===== src/otpbc_consts.svh =====
// Offsets, field positions, reset values and timing counts.
// Assumes inclusion by bare name from the top design file and the bench; the package and source model do not include it.
`ifndef OTPBC_CONSTS_SVH
`define OTPBC_CONSTS_SVH
`define OTPBC_IDX_CTRL 14'h0007
`define OTPBC_IDX_OPT 14'h1efe
`define OTPBC_IDX_ARRW 14'h0020
`define OTPBC_IDX_STAT 14'h0021
`define OTPBC_CTRL_PPC 6
`define OTPBC_CTRL_LAT 5
`define OTPBC_CTRL_ARM 4
`define OTPBC_CTRL_CLK 3
`define OTPBC_OPT_PROT 6
`define OTPBC_OPT_HOLD 4
`define OTPBC_OPT_WDR 3
`define OTPBC_OPT_WDW 2
`define OTPBC_OPT_PORT_B_PULLDOWN 1
`define OTPBC_OPT_PORT_C_PULLDOWN 0
`define OTPBC_OPT_WMASK 8'h5f
`define OTPBC_OPT_INIT 8'h00
`define OTPBC_HOLD_SHORT 12'h010
`define OTPBC_HOLD_LONG 12'hfe0
`define OTPBC_CLK_MHZ 125
`define OTPBC_PROG_US 5000
`define OTPBC_PROG_CYC (`OTPBC_PROG_US * `OTPBC_CLK_MHZ)
`define OTPBC_BLINK_HZ 3
`define OTPBC_BLINK_CYC (`OTPBC_CLK_MHZ * 1000000 / (2 * `OTPBC_BLINK_HZ))
`define OTPBC_COPY_CYC 64
`define OTPBC_ARR_LO 13'h0100
`define OTPBC_ARR_HI 13'h1fff
`endif


===== src/otpbc_pkg.sv =====
// Types shared by the programming control block.
// Assumes nothing beyond a SystemVerilog compiler.
package otpbc_pkg;
  typedef enum logic [2:0] {
    MODE_SINGLE = 3'b000,
    MODE_ERASE  = 3'b001,
    MODE_PPROG  = 3'b010,
    MODE_SERIAL = 3'b011,
    MODE_RAMPAR = 3'b100
  } otpbc_mode_t;
  typedef enum logic [3:0] {
    S_IDLE  = 4'b0000,
    S_COPY  = 4'b0001,
    S_REQ   = 4'b0010,
    S_WAIT  = 4'b0011,
    S_PROG  = 4'b0100,
    S_VREQ  = 4'b0101,
    S_VWAIT = 4'b0110,
    S_VCMP  = 4'b0111,
    S_ERD   = 4'b1000,
    S_ECMP  = 4'b1001,
    S_PASS  = 4'b1010,
    S_FAIL  = 4'b1011,
    S_HALT  = 4'b1100
  } otpbc_state_t;
  typedef struct packed {
    logic [12:0] addr;
    logic [31:0] data;
    logic [3:0]  mask;
  } otpbc_prog_t;
endpackage


===== src/otpbc_top.sv =====
// Programming control, option bits, boot mode selection and parallel loader.
// Assumes an APB master on clk_i and an array that answers reads one cycle late.
// Notes on behaviour
// - Control register bit 7 always reads zero.
// - Protect copy reloads from array protect on power-on or external reset.
// - Protect copy stays readable while array reads are blocked by latch enable.
// - With latch set and arm clear, each array write latches the address and one of four bytes.
// - STOP, power-on or external reset clears latch enable.
// - Arm takes effect only with latch set and a byte latched.
// - Writing arm zero with latch set never clears arm; clearing latch clears arm.
// - Option register accepts writes only in bootloader mode.
// - Array protect blocks programming, not reading.
// - Reset pin held low 16 or 4064 cycles after power-on.
// - Watchdog runs after reset when enabled, except in bootstrap.
// - Watchdog halts in WAIT unless watchdog in wait is set.
// - Port pull-downs act on all eight pins only while inputs.
// - No reset alters the option bits.
// - Bootstrap needs high-voltage interrupt pin and capture input high.
// - Straps select erased check, parallel program, serial or RAM load.
// - Bootstrap copies itself to RAM, then raises compare output one.
// - Erased check fails red on a nonzero byte, green on full success.
// - Loader programs upward, skips outside the array, four bytes per pulse.
// - With strap 2 low each programming pulse lasts five milliseconds.
// - Loader drives 13-bit address, takes port A data with two handshake lines.
// - Loader verifies against source, blinks green at 3 Hz while programming.
//
// Our own choice: register access over APB.
`timescale 1ns/1ps
`include "otpbc_consts.svh"
module otpbc_top #(
  parameter int PROG_CYC  = `OTPBC_PROG_CYC,
  parameter int PROG_ALT  = `OTPBC_PROG_CYC,
  parameter int BLINK_CYC = `OTPBC_BLINK_CYC,
  parameter int COPY_CYC  = `OTPBC_COPY_CYC
) (
  // Clock and power-on reset.
  input  wire logic                 clk_i,
  input  wire logic                 rst_i,
  // APB slave.
  input  wire logic                 psel_i,
  input  wire logic                 penable_i,
  input  wire logic                 pwrite_i,
  input  wire logic [15:0]          paddr_i,
  input  wire logic [31:0]          pwdata_i,
  output logic [31:0]               prdata_o,
  output logic                      pready_o,
  output logic                      pslverr_o,
  // Pins and CPU status.
  input  wire logic                 ext_reset_n_i,
  input  wire logic                 irq_hv_i,
  input  wire logic                 capture_input_one_i,
  input  wire logic [2:0]           mode_strap_i,
  input  wire logic                 stop_i,
  input  wire logic                 wait_i,
  input  wire logic [7:0]           ddr_b_i,
  input  wire logic [7:0]           ddr_c_i,
  output logic                      reset_pin_low_o,
  output logic                      watchdog_enable_o,
  output logic                      watchdog_run_o,
  output logic [7:0]                pulldown_b_o,
  output logic [7:0]                pulldown_c_o,
  output otpbc_pkg::otpbc_mode_t    boot_mode_o,
  // Parallel loader link.
  input  wire logic [7:0]           port_a_i,
  input  wire logic                 handshake_line_b_i,
  output logic [12:0]               loader_addr_o,
  output logic                      handshake_line_a_o,
  output logic                      compare_output_one_o,
  output logic                      red_led_o,
  output logic                      green_led_o,
  // Array.
  input  wire logic [7:0]           arr_rdata_i,
  output logic                      arr_read_ok_o,
  output otpbc_pkg::otpbc_prog_t    prog_o,
  output logic                      prog_en_o
);
  ////////////////////////////////////////////////////////////////////
  function automatic logic hit(input logic [15:0] a, input logic [13:0] idx);
    hit = (a[15:2] == idx) && (a[1:0] == 2'b00);
  endfunction

  logic [14:0] sync1;
  logic [14:0] sync2;
  logic        ext_n_s;
  logic        irq_s;
  logic        cap_s;
  logic [2:0]  strap_s;
  logic [7:0]  pa_s;
  logic        hsb_s;
  logic [7:0]  opts = `OTPBC_OPT_INIT;
  logic        holding;
  logic [11:0] hold_cnt;
  logic        sys_rst;
  logic        sys_rst_q;
  logic        any_rst;
  logic        rise;
  logic        strap2_q;
  logic        wd_en;
  logic        ppc;
  logic        lat;
  logic        arm;
  logic        clk_opt;
  logic [12:0] lat_addr;
  logic [31:0] lat_data;
  logic [3:0]  lat_mask;
  logic        ack;
  logic        s_ctrl;
  logic        s_opt;
  logic        s_arrw;
  logic        s_stat;
  logic        wr;
  otpbc_pkg::otpbc_mode_t  mode;
  otpbc_pkg::otpbc_mode_t  next_mode;
  otpbc_pkg::otpbc_state_t st;
  logic [31:0] cnt;
  logic [31:0] blink;
  logic [12:0] addr;
  logic [31:0] buf_d;
  logic        ld_pulse;
  logic        prot;

  ////////////////////////////////////////////////////////////////////
  always_ff @(posedge clk_i) begin
    sync1 <= {ext_reset_n_i, irq_hv_i, capture_input_one_i, mode_strap_i,
              port_a_i, handshake_line_b_i};
    sync2 <= sync1;
  end
  assign {ext_n_s, irq_s, cap_s, strap_s, pa_s, hsb_s} = sync2;

  assign prot    = opts[`OTPBC_OPT_PROT];
  assign any_rst = rst_i | ~ext_n_s;
  assign sys_rst = any_rst | holding;
  assign rise    = sys_rst_q & ~sys_rst;

  ////////////////////////////////////////////////////////////////////
  always_ff @(posedge clk_i) begin
    if (rst_i) begin
      holding  <= 1'b1;
      hold_cnt <= 12'h000;
    end else if (holding) begin
      hold_cnt <= hold_cnt + 12'h001;
      if (hold_cnt + 12'h001 == (opts[`OTPBC_OPT_HOLD] ? `OTPBC_HOLD_SHORT
                                                      : `OTPBC_HOLD_LONG)) begin
        holding <= 1'b0;
      end
    end
  end
  assign reset_pin_low_o = holding;

  always_comb begin
    next_mode = otpbc_pkg::MODE_SINGLE;
    if (irq_s && cap_s) begin
      case (strap_s[2:1])
        2'b00:   next_mode = otpbc_pkg::MODE_PPROG;
        2'b01:   next_mode = strap_s[0] ? otpbc_pkg::MODE_SINGLE
                                        : otpbc_pkg::MODE_ERASE;
        2'b11:   next_mode = otpbc_pkg::MODE_SERIAL;
        2'b10:   next_mode = otpbc_pkg::MODE_RAMPAR;
        default: next_mode = otpbc_pkg::MODE_SINGLE;
      endcase
    end
  end

  always_ff @(posedge clk_i) begin
    sys_rst_q <= sys_rst;
    if (rst_i) begin
      mode     <= otpbc_pkg::MODE_SINGLE;
      strap2_q <= 1'b0;
      wd_en    <= 1'b0;
    end else if (sys_rst) begin
      wd_en <= 1'b0;
    end else if (rise) begin
      mode     <= next_mode;
      strap2_q <= strap_s[0];
      wd_en    <= opts[`OTPBC_OPT_WDR] & (next_mode == otpbc_pkg::MODE_SINGLE);
    end
  end
  assign boot_mode_o       = mode;
  assign watchdog_enable_o = wd_en;
  assign watchdog_run_o    = wd_en & (~wait_i | opts[`OTPBC_OPT_WDW]);
  assign pulldown_b_o = {8{opts[`OTPBC_OPT_PORT_B_PULLDOWN]}} & ~ddr_b_i;
  assign pulldown_c_o = {8{opts[`OTPBC_OPT_PORT_C_PULLDOWN]}} & ~ddr_c_i;

  ////////////////////////////////////////////////////////////////////
  assign s_ctrl    = hit(paddr_i, `OTPBC_IDX_CTRL);
  assign s_opt     = hit(paddr_i, `OTPBC_IDX_OPT);
  assign s_arrw    = hit(paddr_i, `OTPBC_IDX_ARRW);
  assign s_stat    = hit(paddr_i, `OTPBC_IDX_STAT);
  assign pready_o  = psel_i & penable_i & ack;
  assign pslverr_o = pready_o & ~(s_ctrl | s_opt | s_arrw | s_stat);
  assign wr        = pready_o & pwrite_i & ~pslverr_o;

  always_ff @(posedge clk_i) begin
    if (rst_i) begin
      ack      <= 1'b0;
      prdata_o <= 32'h0000_0000;
    end else begin
      ack <= psel_i & ~penable_i;
      if (psel_i && !penable_i) begin
        prdata_o <= 32'h0000_0000;
        if (s_ctrl) begin
          prdata_o[7:0] <= {1'b0, ppc, lat, arm, clk_opt, 3'b000};
        end else if (s_opt) begin
          prdata_o[7:0] <= opts & `OTPBC_OPT_WMASK;
        end else if (s_stat) begin
          prdata_o[7:0] <= {1'b0, wd_en, green_led_o, red_led_o,
                            compare_output_one_o, mode};
        end
      end
    end
  end

  // Option bits have no reset of any kind.
  always_ff @(posedge clk_i) begin
    if (wr && s_opt && mode != otpbc_pkg::MODE_SINGLE) begin
      opts <= pwdata_i[7:0] & `OTPBC_OPT_WMASK;
    end
  end

  ////////////////////////////////////////////////////////////////////
  always_ff @(posedge clk_i) begin
    if (any_rst) begin
      ppc     <= prot;
      lat     <= 1'b0;
      arm     <= 1'b0;
      clk_opt <= 1'b0;
    end else if (stop_i) begin
      lat <= 1'b0;
      arm <= 1'b0;
    end else if (wr && s_ctrl) begin
      lat     <= pwdata_i[`OTPBC_CTRL_LAT];
      clk_opt <= pwdata_i[`OTPBC_CTRL_CLK];
      if (!pwdata_i[`OTPBC_CTRL_LAT]) begin
        arm <= 1'b0;
      end else if (pwdata_i[`OTPBC_CTRL_ARM] && lat && lat_mask != 4'h0 && !prot) begin
        arm <= 1'b1;
      end
    end
  end
  assign arr_read_ok_o = ~lat;

  always_ff @(posedge clk_i) begin
    if (any_rst || !lat) begin
      lat_mask <= 4'h0;
      lat_addr <= 13'h0000;
      lat_data <= 32'h0000_0000;
    end else if (wr && s_arrw && !arm) begin
      lat_addr <= {pwdata_i[20:10], 2'b00};
      lat_data[8*pwdata_i[9:8] +: 8] <= pwdata_i[7:0];
      if (pwdata_i[20:10] != lat_addr[12:2] && lat_mask != 4'h0) begin
        lat_mask <= 4'h1 << pwdata_i[9:8];
      end else begin
        lat_mask[pwdata_i[9:8]] <= 1'b1;
      end
    end
  end

  ////////////////////////////////////////////////////////////////////
  always_ff @(posedge clk_i) begin
    if (sys_rst) begin
      st                   <= otpbc_pkg::S_IDLE;
      cnt                  <= 32'h0000_0000;
      addr                 <= 13'h0000;
      buf_d                <= 32'h0000_0000;
      handshake_line_a_o   <= 1'b0;
      compare_output_one_o <= 1'b0;
      red_led_o            <= 1'b0;
      ld_pulse             <= 1'b0;
    end else begin
      case (st)
        otpbc_pkg::S_IDLE: begin
          cnt <= 32'h0000_0000;
          if (!rise && mode != otpbc_pkg::MODE_SINGLE) begin
            st <= otpbc_pkg::S_COPY;
          end
        end
        otpbc_pkg::S_COPY: begin
          cnt <= cnt + 32'h0000_0001;
          if (cnt == 32'(COPY_CYC - 1)) begin
            compare_output_one_o <= 1'b1;
            addr <= `OTPBC_ARR_LO;
            cnt  <= 32'h0000_0000;
            case (mode)
              otpbc_pkg::MODE_ERASE: st <= otpbc_pkg::S_ERD;
              otpbc_pkg::MODE_PPROG: st <= otpbc_pkg::S_REQ;
              default:               st <= otpbc_pkg::S_HALT;
            endcase
          end
        end
        otpbc_pkg::S_REQ: begin
          handshake_line_a_o <= ~handshake_line_a_o;
          st <= otpbc_pkg::S_WAIT;
        end
        otpbc_pkg::S_WAIT: begin
          if (hsb_s == handshake_line_a_o) begin
            buf_d[8*addr[1:0] +: 8] <= pa_s;
            if (addr[1:0] == 2'b11) begin
              st       <= otpbc_pkg::S_PROG;
              ld_pulse <= 1'b1;
              cnt      <= 32'h0000_0000;
            end else begin
              addr <= addr + 13'h0001;
              st   <= otpbc_pkg::S_REQ;
            end
          end
        end
        otpbc_pkg::S_PROG: begin
          cnt <= cnt + 32'h0000_0001;
          if (cnt == 32'((strap2_q ? PROG_ALT : PROG_CYC) - 1)) begin
            ld_pulse <= 1'b0;
            if (addr == `OTPBC_ARR_HI) begin
              addr <= `OTPBC_ARR_LO;
              st   <= otpbc_pkg::S_VREQ;
            end else begin
              addr <= addr + 13'h0001;
              st   <= otpbc_pkg::S_REQ;
            end
          end
        end
        otpbc_pkg::S_VREQ: begin
          handshake_line_a_o <= ~handshake_line_a_o;
          st <= otpbc_pkg::S_VWAIT;
        end
        otpbc_pkg::S_VWAIT: begin
          if (hsb_s == handshake_line_a_o) begin
            st <= otpbc_pkg::S_VCMP;
          end
        end
        otpbc_pkg::S_VCMP: begin
          if (arr_rdata_i != pa_s) begin
            st <= otpbc_pkg::S_FAIL;
          end else if (addr == `OTPBC_ARR_HI) begin
            st <= otpbc_pkg::S_PASS;
          end else begin
            addr <= addr + 13'h0001;
            st   <= otpbc_pkg::S_VREQ;
          end
        end
        otpbc_pkg::S_ERD: begin
          st <= otpbc_pkg::S_ECMP;
        end
        otpbc_pkg::S_ECMP: begin
          if (arr_rdata_i != 8'h00) begin
            st <= otpbc_pkg::S_FAIL;
          end else if (addr == `OTPBC_ARR_HI) begin
            st <= otpbc_pkg::S_PASS;
          end else begin
            addr <= addr + 13'h0001;
            st   <= otpbc_pkg::S_ERD;
          end
        end
        otpbc_pkg::S_FAIL: begin
          red_led_o <= 1'b1;
        end
        otpbc_pkg::S_PASS: begin
          red_led_o <= 1'b0;
        end
        otpbc_pkg::S_HALT: begin
          st <= otpbc_pkg::S_HALT;
        end
        default: st <= otpbc_pkg::S_IDLE;
      endcase
    end
  end
  assign loader_addr_o = addr;

  // Green blinks while loading, then shows the verdict.
  always_ff @(posedge clk_i) begin
    if (sys_rst) begin
      blink       <= 32'h0000_0000;
      green_led_o <= 1'b0;
    end else if (st == otpbc_pkg::S_PASS) begin
      green_led_o <= 1'b1;
    end else if (st == otpbc_pkg::S_FAIL) begin
      green_led_o <= 1'b0;
    end else if (st >= otpbc_pkg::S_REQ && st <= otpbc_pkg::S_PROG) begin
      blink <= blink + 32'h0000_0001;
      if (blink == 32'(BLINK_CYC - 1)) begin
        blink       <= 32'h0000_0000;
        green_led_o <= ~green_led_o;
      end
    end
  end

  always_ff @(posedge clk_i) begin
    if (rst_i) begin
      prog_o    <= '0;
      prog_en_o <= 1'b0;
    end else begin
      prog_en_o <= (arm | ld_pulse) & ~prot;
      if (st == otpbc_pkg::S_PROG) begin
        prog_o <= '{addr: {addr[12:2], 2'b00}, data: buf_d, mask: 4'hf};
      end else begin
        prog_o <= '{addr: lat_addr, data: lat_data, mask: lat_mask};
      end
    end
  end
endmodule


===== config.mk =====
export PLATFORM = sky130hd
export DESIGN_NAME = otpbc_top
export DESIGN_NICKNAME = d
export VERILOG_FILES = /design/src/otpbc_pkg.sv /design/src/otpbc_top.sv
export VERILOG_INCLUDE_DIRS = /design/src
export SDC_FILE = /design/constraint.sdc
export NUM_CORES = 1
export LEC_CHECK = 0
export BUFFER_PORTS_ARGS = -buffer_cell sky130_fd_sc_hd__buf_2
export CAP_MARGIN = 15
export CORE_MARGIN = 4
export CORE_UTILIZATION = 40
export DETAILED_ROUTE_END_ITERATION = 6
export GPL_TIMING_DRIVEN = 0
export PLACE_DENSITY = 0.62
export SETUP_SLACK_MARGIN = 0.3
export SYNTH_ARGS = -nofsm -noshare
export SYNTH_HDL_FRONTEND = slang
export SYNTH_SLANG_ARGS = --single-unit

===== constraint.sdc =====
create_clock -name clk_i -period 4.46 [get_ports clk_i]
set_clock_uncertainty 0.05 [all_clocks]
set_input_delay 0.446 -clock clk_i [delete_from_list [all_inputs] [get_ports clk_i]]
set_output_delay 0.446 -clock clk_i [all_outputs]
set_load 0.02 [all_outputs]

# After elaboration in Yosys (flattened, before gate mapping)
# Cells that the tools add are included.
op_classes:
  magnitude_cmp: 4
  n_reduce_logical: 52
  bitwise: 36
  n_eq_ne: 40
  shifts: 5
  add_sub_neg: 6
  mux: 53
ops:
  columns: ["op", "n"]
  rows:
  - ["$mux 32", 4]
  - ["$pmux 32 s4", 1]
  - ["$mux 13", 8]
  - ["$neg 5->34", 2]
  - ["$shift 8x34->32 const A", 2]
  - ["$shiftx 8x34->32", 2]
  - ["$pmux 13 s5", 1]
  - ["$add 32x1->32 const B", 2]
  - ["$bwmux 32", 2]
  - ["$mux 49", 1]
  - ["$pmux 4 s12", 1]
  - ["$eq 32x20->1 const B", 1]
  - ["$eq 32x25->1 const B", 1]
  - ["$eq 32x6->1 const B", 1]
  - ["$mux 4", 8]
  - ["$eq 14x6->1 const B", 2]
  - ["$mux 7", 3]
  - ["$eq 4x4->1 const B", 5]
  - ["$logic_and 1x1->1", 18]
  - ["$ne 2x2->1 const B", 9]
  - ["$and 8x8->8", 2]
  - ["$eq 4x3->1 const B", 4]
  - ["$not 8->8", 2]
  - ["$eq 14x13->1 const B", 1]
  - ["other kinds (48)", 113]
word_totals:
  out_inout_bits: 124
  register_bits: 280
  word_cells: 227
  inputBits: 94

# Depth between registers and ports, before layout
depth:
  ltp_word: 11
  depth_mapped: 11
  mapped_depth_nobuf: 8

# Worst setup path before layout
# No wires, ideal clock.
synth_timing:
  path_kind: "register to register"
  from: "register addr[0], in the netlist loader_addr_o[0]"
  to: "register addr[6], in the netlist loader_addr_o[6]"
  synth_period_minus_slack_ps: 2757
  n_path_buf: 1
  arrival_ps: 2636
  path_stages_with_launch: 10
  setup_time_ps: 70
  t_required_ps: 4340
  path_slack_ps: 1703
  cell_sequence: "dfxtp_1 ha_1 and3_1 nand4_1 nor2_1 or4_1 clkbuf_1 or2_1 or4_1 a21oi_1"
synth_between:
  elab_chain_len: 4
  word_cells_on_any_way: 13
  classes_between: "add/sub (1); eq/ne (3); mux (8); reduce/logical (1)"
synth_lines:
  columns: ["element", "line", "rtl"]
  rows:
  - ["start: declaration", "otpbc_top.sv:117", "logic [12:0] addr;"]
  - ["start signal: assignment", "otpbc_top.sv:281", "addr <= `OTPBC_ARR_LO;"]
  - ["start signal: assignment", "otpbc_top.sv:302", "addr <= addr + 13'h0001;"]
  - ["start signal: assignment", "otpbc_top.sv:312", "addr <= `OTPBC_ARR_LO;"]
  - ["$add 13x1->13 or $eq 13x13->1 (tied branches)", null, null]
  - ["$mux 13 (on tied branches) (2 in series)", null, null]
  - ["$pmux 13 s5", "otpbc_top.sv:270", "case (st)"]
# Several ways; a longest one is shown, not always the timed one. The select of a mux whose other input is x is not followed.
# A chain may end at the register's enable or synchronous reset.

# Worst setup path after layout
layout_timing:
  from: "register addr[0], in the netlist loader_addr_o[0]"
  to: "register addr[9], in the netlist loader_addr_o[9]"
# The elaborated chain is that of the path after synthesis.

==> impl_metrics.ini <==
[status]
status = completed

[clocking]
cts_root_buf = clkbuf_16
path_clk_slew_ns = 0.06
h-tree-depth = 1
hold_buffers = 15
cts_buffer_depth = 3
ctsResizeCount = 0
cts_made_buffers = 30
cts_num_sinks = 279
worstSkewPairLatency_ns = 0.57
cts_setup_buffers = 0
cts_tree = yes

[route]
first_iter_violations = 681
drcViolationCount = 0
postRouteAntennaNets = 0
wl_um = 33100
viasPerCell = 5.12
avgRoutedWirePerCell_um = 15.8
vias = 10700
first_pass_iters = 7

[place]
place.gp.congestion = 0.864
dp_hpwl_um = 24800
port_buffers = 179

[yosys]
ys_seq_area_frac = 0.470
ys_ff_latch = 279
synthesis.area_um2 = 12000
synth_cells = 1432
synthFlopType = dfxtp_1
async_reset_ff_frac = 0
yosys_warnings = 0
yosys.area.top_type_share = 0.452
synth-edff-count = 7
yosysTopAreaCell = dfxtp_1
synth.area.top_cells = dfxtp_1 (45%), nand2_1 (6.6%), a21oi_1 (6.3%)
synth_cell_types = 62
avgSynthCellArea_um2 = 8.40

[finish]
syn2layout_area_growth_pct = 22.1
drive_gt1_frac = 0.161
num_antenna_cells = 0
nets = 1802
fill_cells = 2877

[timing]
finalCritPeriodShare = 0.714
finalSetupTns_ns = 0
drv_slew = 0
rsz0062_at_grt = false
max_freq_ghz = 0.314
slew-limit-headroom = 0.273
layout_min_cycle_time_ns = 3.18
worst_slew_pin_slew_ns = 1.08
hold_viol = 0
setup_viol = 0
fin_hold_ws_ns = 0.0376

[setup_path]
cp.required_ns = 4.90
cp_cell_sequence = ha_1 -> and3_1 -> nand4_1 -> nor2_1 -> or4_1 -> clkbuf_1 -> or2_1 -> buf_2 -> or3_1 -> a21oi_1
max_stage_delay_ns = 0.48
critPathCaptureType = flop
startpoint_type = flop
cp_top_family = simple AND/OR/NAND/NOR gates
cp_max_fo = 10
worstPathArrival_ns = 3.62
critPathSlowestCell = or4_1
path_class = reg -> reg
cp_num_buf_inv = 2

[floorplan]
io_pins = 218
rows = 63
start_util = 0.406
die_h_um = 181
core-area_um2 = 29600
dieArea_um2 = 32900
die_x_um = 181

[power]
peakVddDrop_mv = 0.287
p_leak_nw = 5.48
powerDensity_nw_per_um2 = 358

[global_route]
grt.total_usage = 0.190
grt_pass1_vias = 9871
grt.overflow.total = 0
grt_max_degree = 17
antenna_found_initial = 0
grt_pass1_wl_um = 52100

[worst_hold_path]
worstHoldPathType = in -> reg

[run]
maxCapViolCount = 0
## routing by layer
metal	vias up	routed length [um]	GRT usage	part of all wire
met4	0	847	0.0486	0.026
met2	381	15100	0.313	0.46
li1	5355	-	-	-
met5	-	0	0	0
met3	57	2080	0.0304	0.063
met1	4951	15100	0.262	0.45
## flip-flops by register name, summed over array words and instances (netlist names), 3 cells and up
| signal | cells |
|---|---|
| blink | 32 |
| boot_mode_o | 3 |
| buf_d | 32 |
| cnt | 32 |
| hold_cnt | 12 |
| lat_addr | 11 |
| lat_data | 32 |
| lat_mask | 4 |
| loader_addr_o | 13 |
| opts | 6 |
| prdata_o | 7 |
| prog_o | 47 |
| st | 4 |
| sync1 | 15 |
| sync2 | 15 |
## per-stage QoR
stage	instance area (um^2)	total power [mW]	util	setup WS (ns)	cells
6_report	14700	5.26	0.496	1.28	2097
5_1_grt	14700	5.44	0.496	0.966	2097
4_1_cts	14700	5.31	0.496	1.28	2096
3_5_place_dp	13500	2.78	0.456	0.977	2027
3_3_place_gp	13500	2.78	0.456	0.947	2027
2_1_floorplan	12100	2.69	-	1.70	1458
## where the power goes
| group | internal (mW) | switching, mW | total (mW) |
|---|---|---|---|
| registers | 2.52 | 0.0200 | 2.54 |
| logic | 0.0813 | 0.115 | 0.196 |
| clock network | 1.50 | 1.02 | 2.52 |
## logic make-up after synthesis
group                    count (synthesis)  synth area share
other                                    1          0.000312
buffers and inverters                  117            0.0460
flip-flops                             279             0.470
AO/OA/AOI/OAI                          220             0.103
AND/OR/NAND/NOR                        678             0.272
XOR/XNOR                                99            0.0720
adder cells (fa/ha/maj)                 23            0.0239
multiplexers                            15            0.0125
## area by class of cell
class | instances | area (um^2) | share of cell area
Tap cell | 390 | 488 | 0.0332
Multi-Input combinational cell | 1062 | 5920 | 0.403
Buffer | 94 | 467 | 0.0318
Clock buffer | 42 | 886 | 0.0603
Sequential cell | 279 | 5660 | 0.385
Timing Repair Buffer | 195 | 1050 | 0.0715
Clock inverter | 12 | 139 | 0.00945
Inverter | 23 | 86.3 | 0.00587
## Yosys cell counts (all sizes together), types with 7 or more instances
master	count
nand4	18
nor2	154
xnor2	38
and3	31
ha	23
nor3	34
o21ai	24
a21oi	151
inv	23
and2	13
buf	42
or4	7
clkbuf	52
xor2	61
or3	11
nand3	100
nand2	213
nand2b	7
dfxtp	272
nor2b	23
mux2i	15
edfxtp	7
nor4	21
nor4b	7
nor3b	12
## worst paths after layout
kind | cells after the start | slack (ns) | endpoint | from
setup / recovery | 10 | 1.28 | loader_addr_o[9] | loader_addr_o[0]
hold / removal | 2 | 0.04 | arm | stop_i
setup reg to reg | 10 | 1.28 | loader_addr_o[9] | loader_addr_o[0]
hold reg to reg | 0 | 0.25 | sync2[10] | sync1[10]
## cells in the final DEF (no fill, tap or decap), types with 12 or more instances in the layout
master | Yosys | final
dfxtp_1 | 272 | 272
nand2_1 | 213 | 213
buf_2 | 4 | 183
nor2_1 | 153 | 153
a21oi_1 | 151 | 151
nand3_1 | 100 | 100
xor2_1 | 61 | 61
clkbuf_1 | 52 | 55
xnor2_1 | 38 | 38
nor3_1 | 33 | 33
and3_1 | 30 | 30
clkbuf_16 | 0 | 30
buf_4 | 27 | 27
conb_1 | 1 | 27
o21ai_0 | 24 | 24
inv_1 | 23 | 23
nor2b_1 | 23 | 23
ha_1 | 23 | 23
nor4_1 | 21 | 21
nand4_1 | 18 | 18
mux2i_1 | 15 | 15
dlygate4sd3_1 | 0 | 15
and2_1 | 13 | 13
nor3b_1 | 12 | 12
## worst reg2reg max path, stage by stage, from the launching register on
cell and delay (ns):
dfxtp_1 0.43, ha_1 0.36, and3_1 0.28, nand4_1 0.28
nor2_1 0.11, or4_1 0.48, clkbuf_1 0.21, or2_1 0.26
buf_2 0.18, or3_1 0.36, a21oi_1 0.13
(Power assumes the default switching activity.)
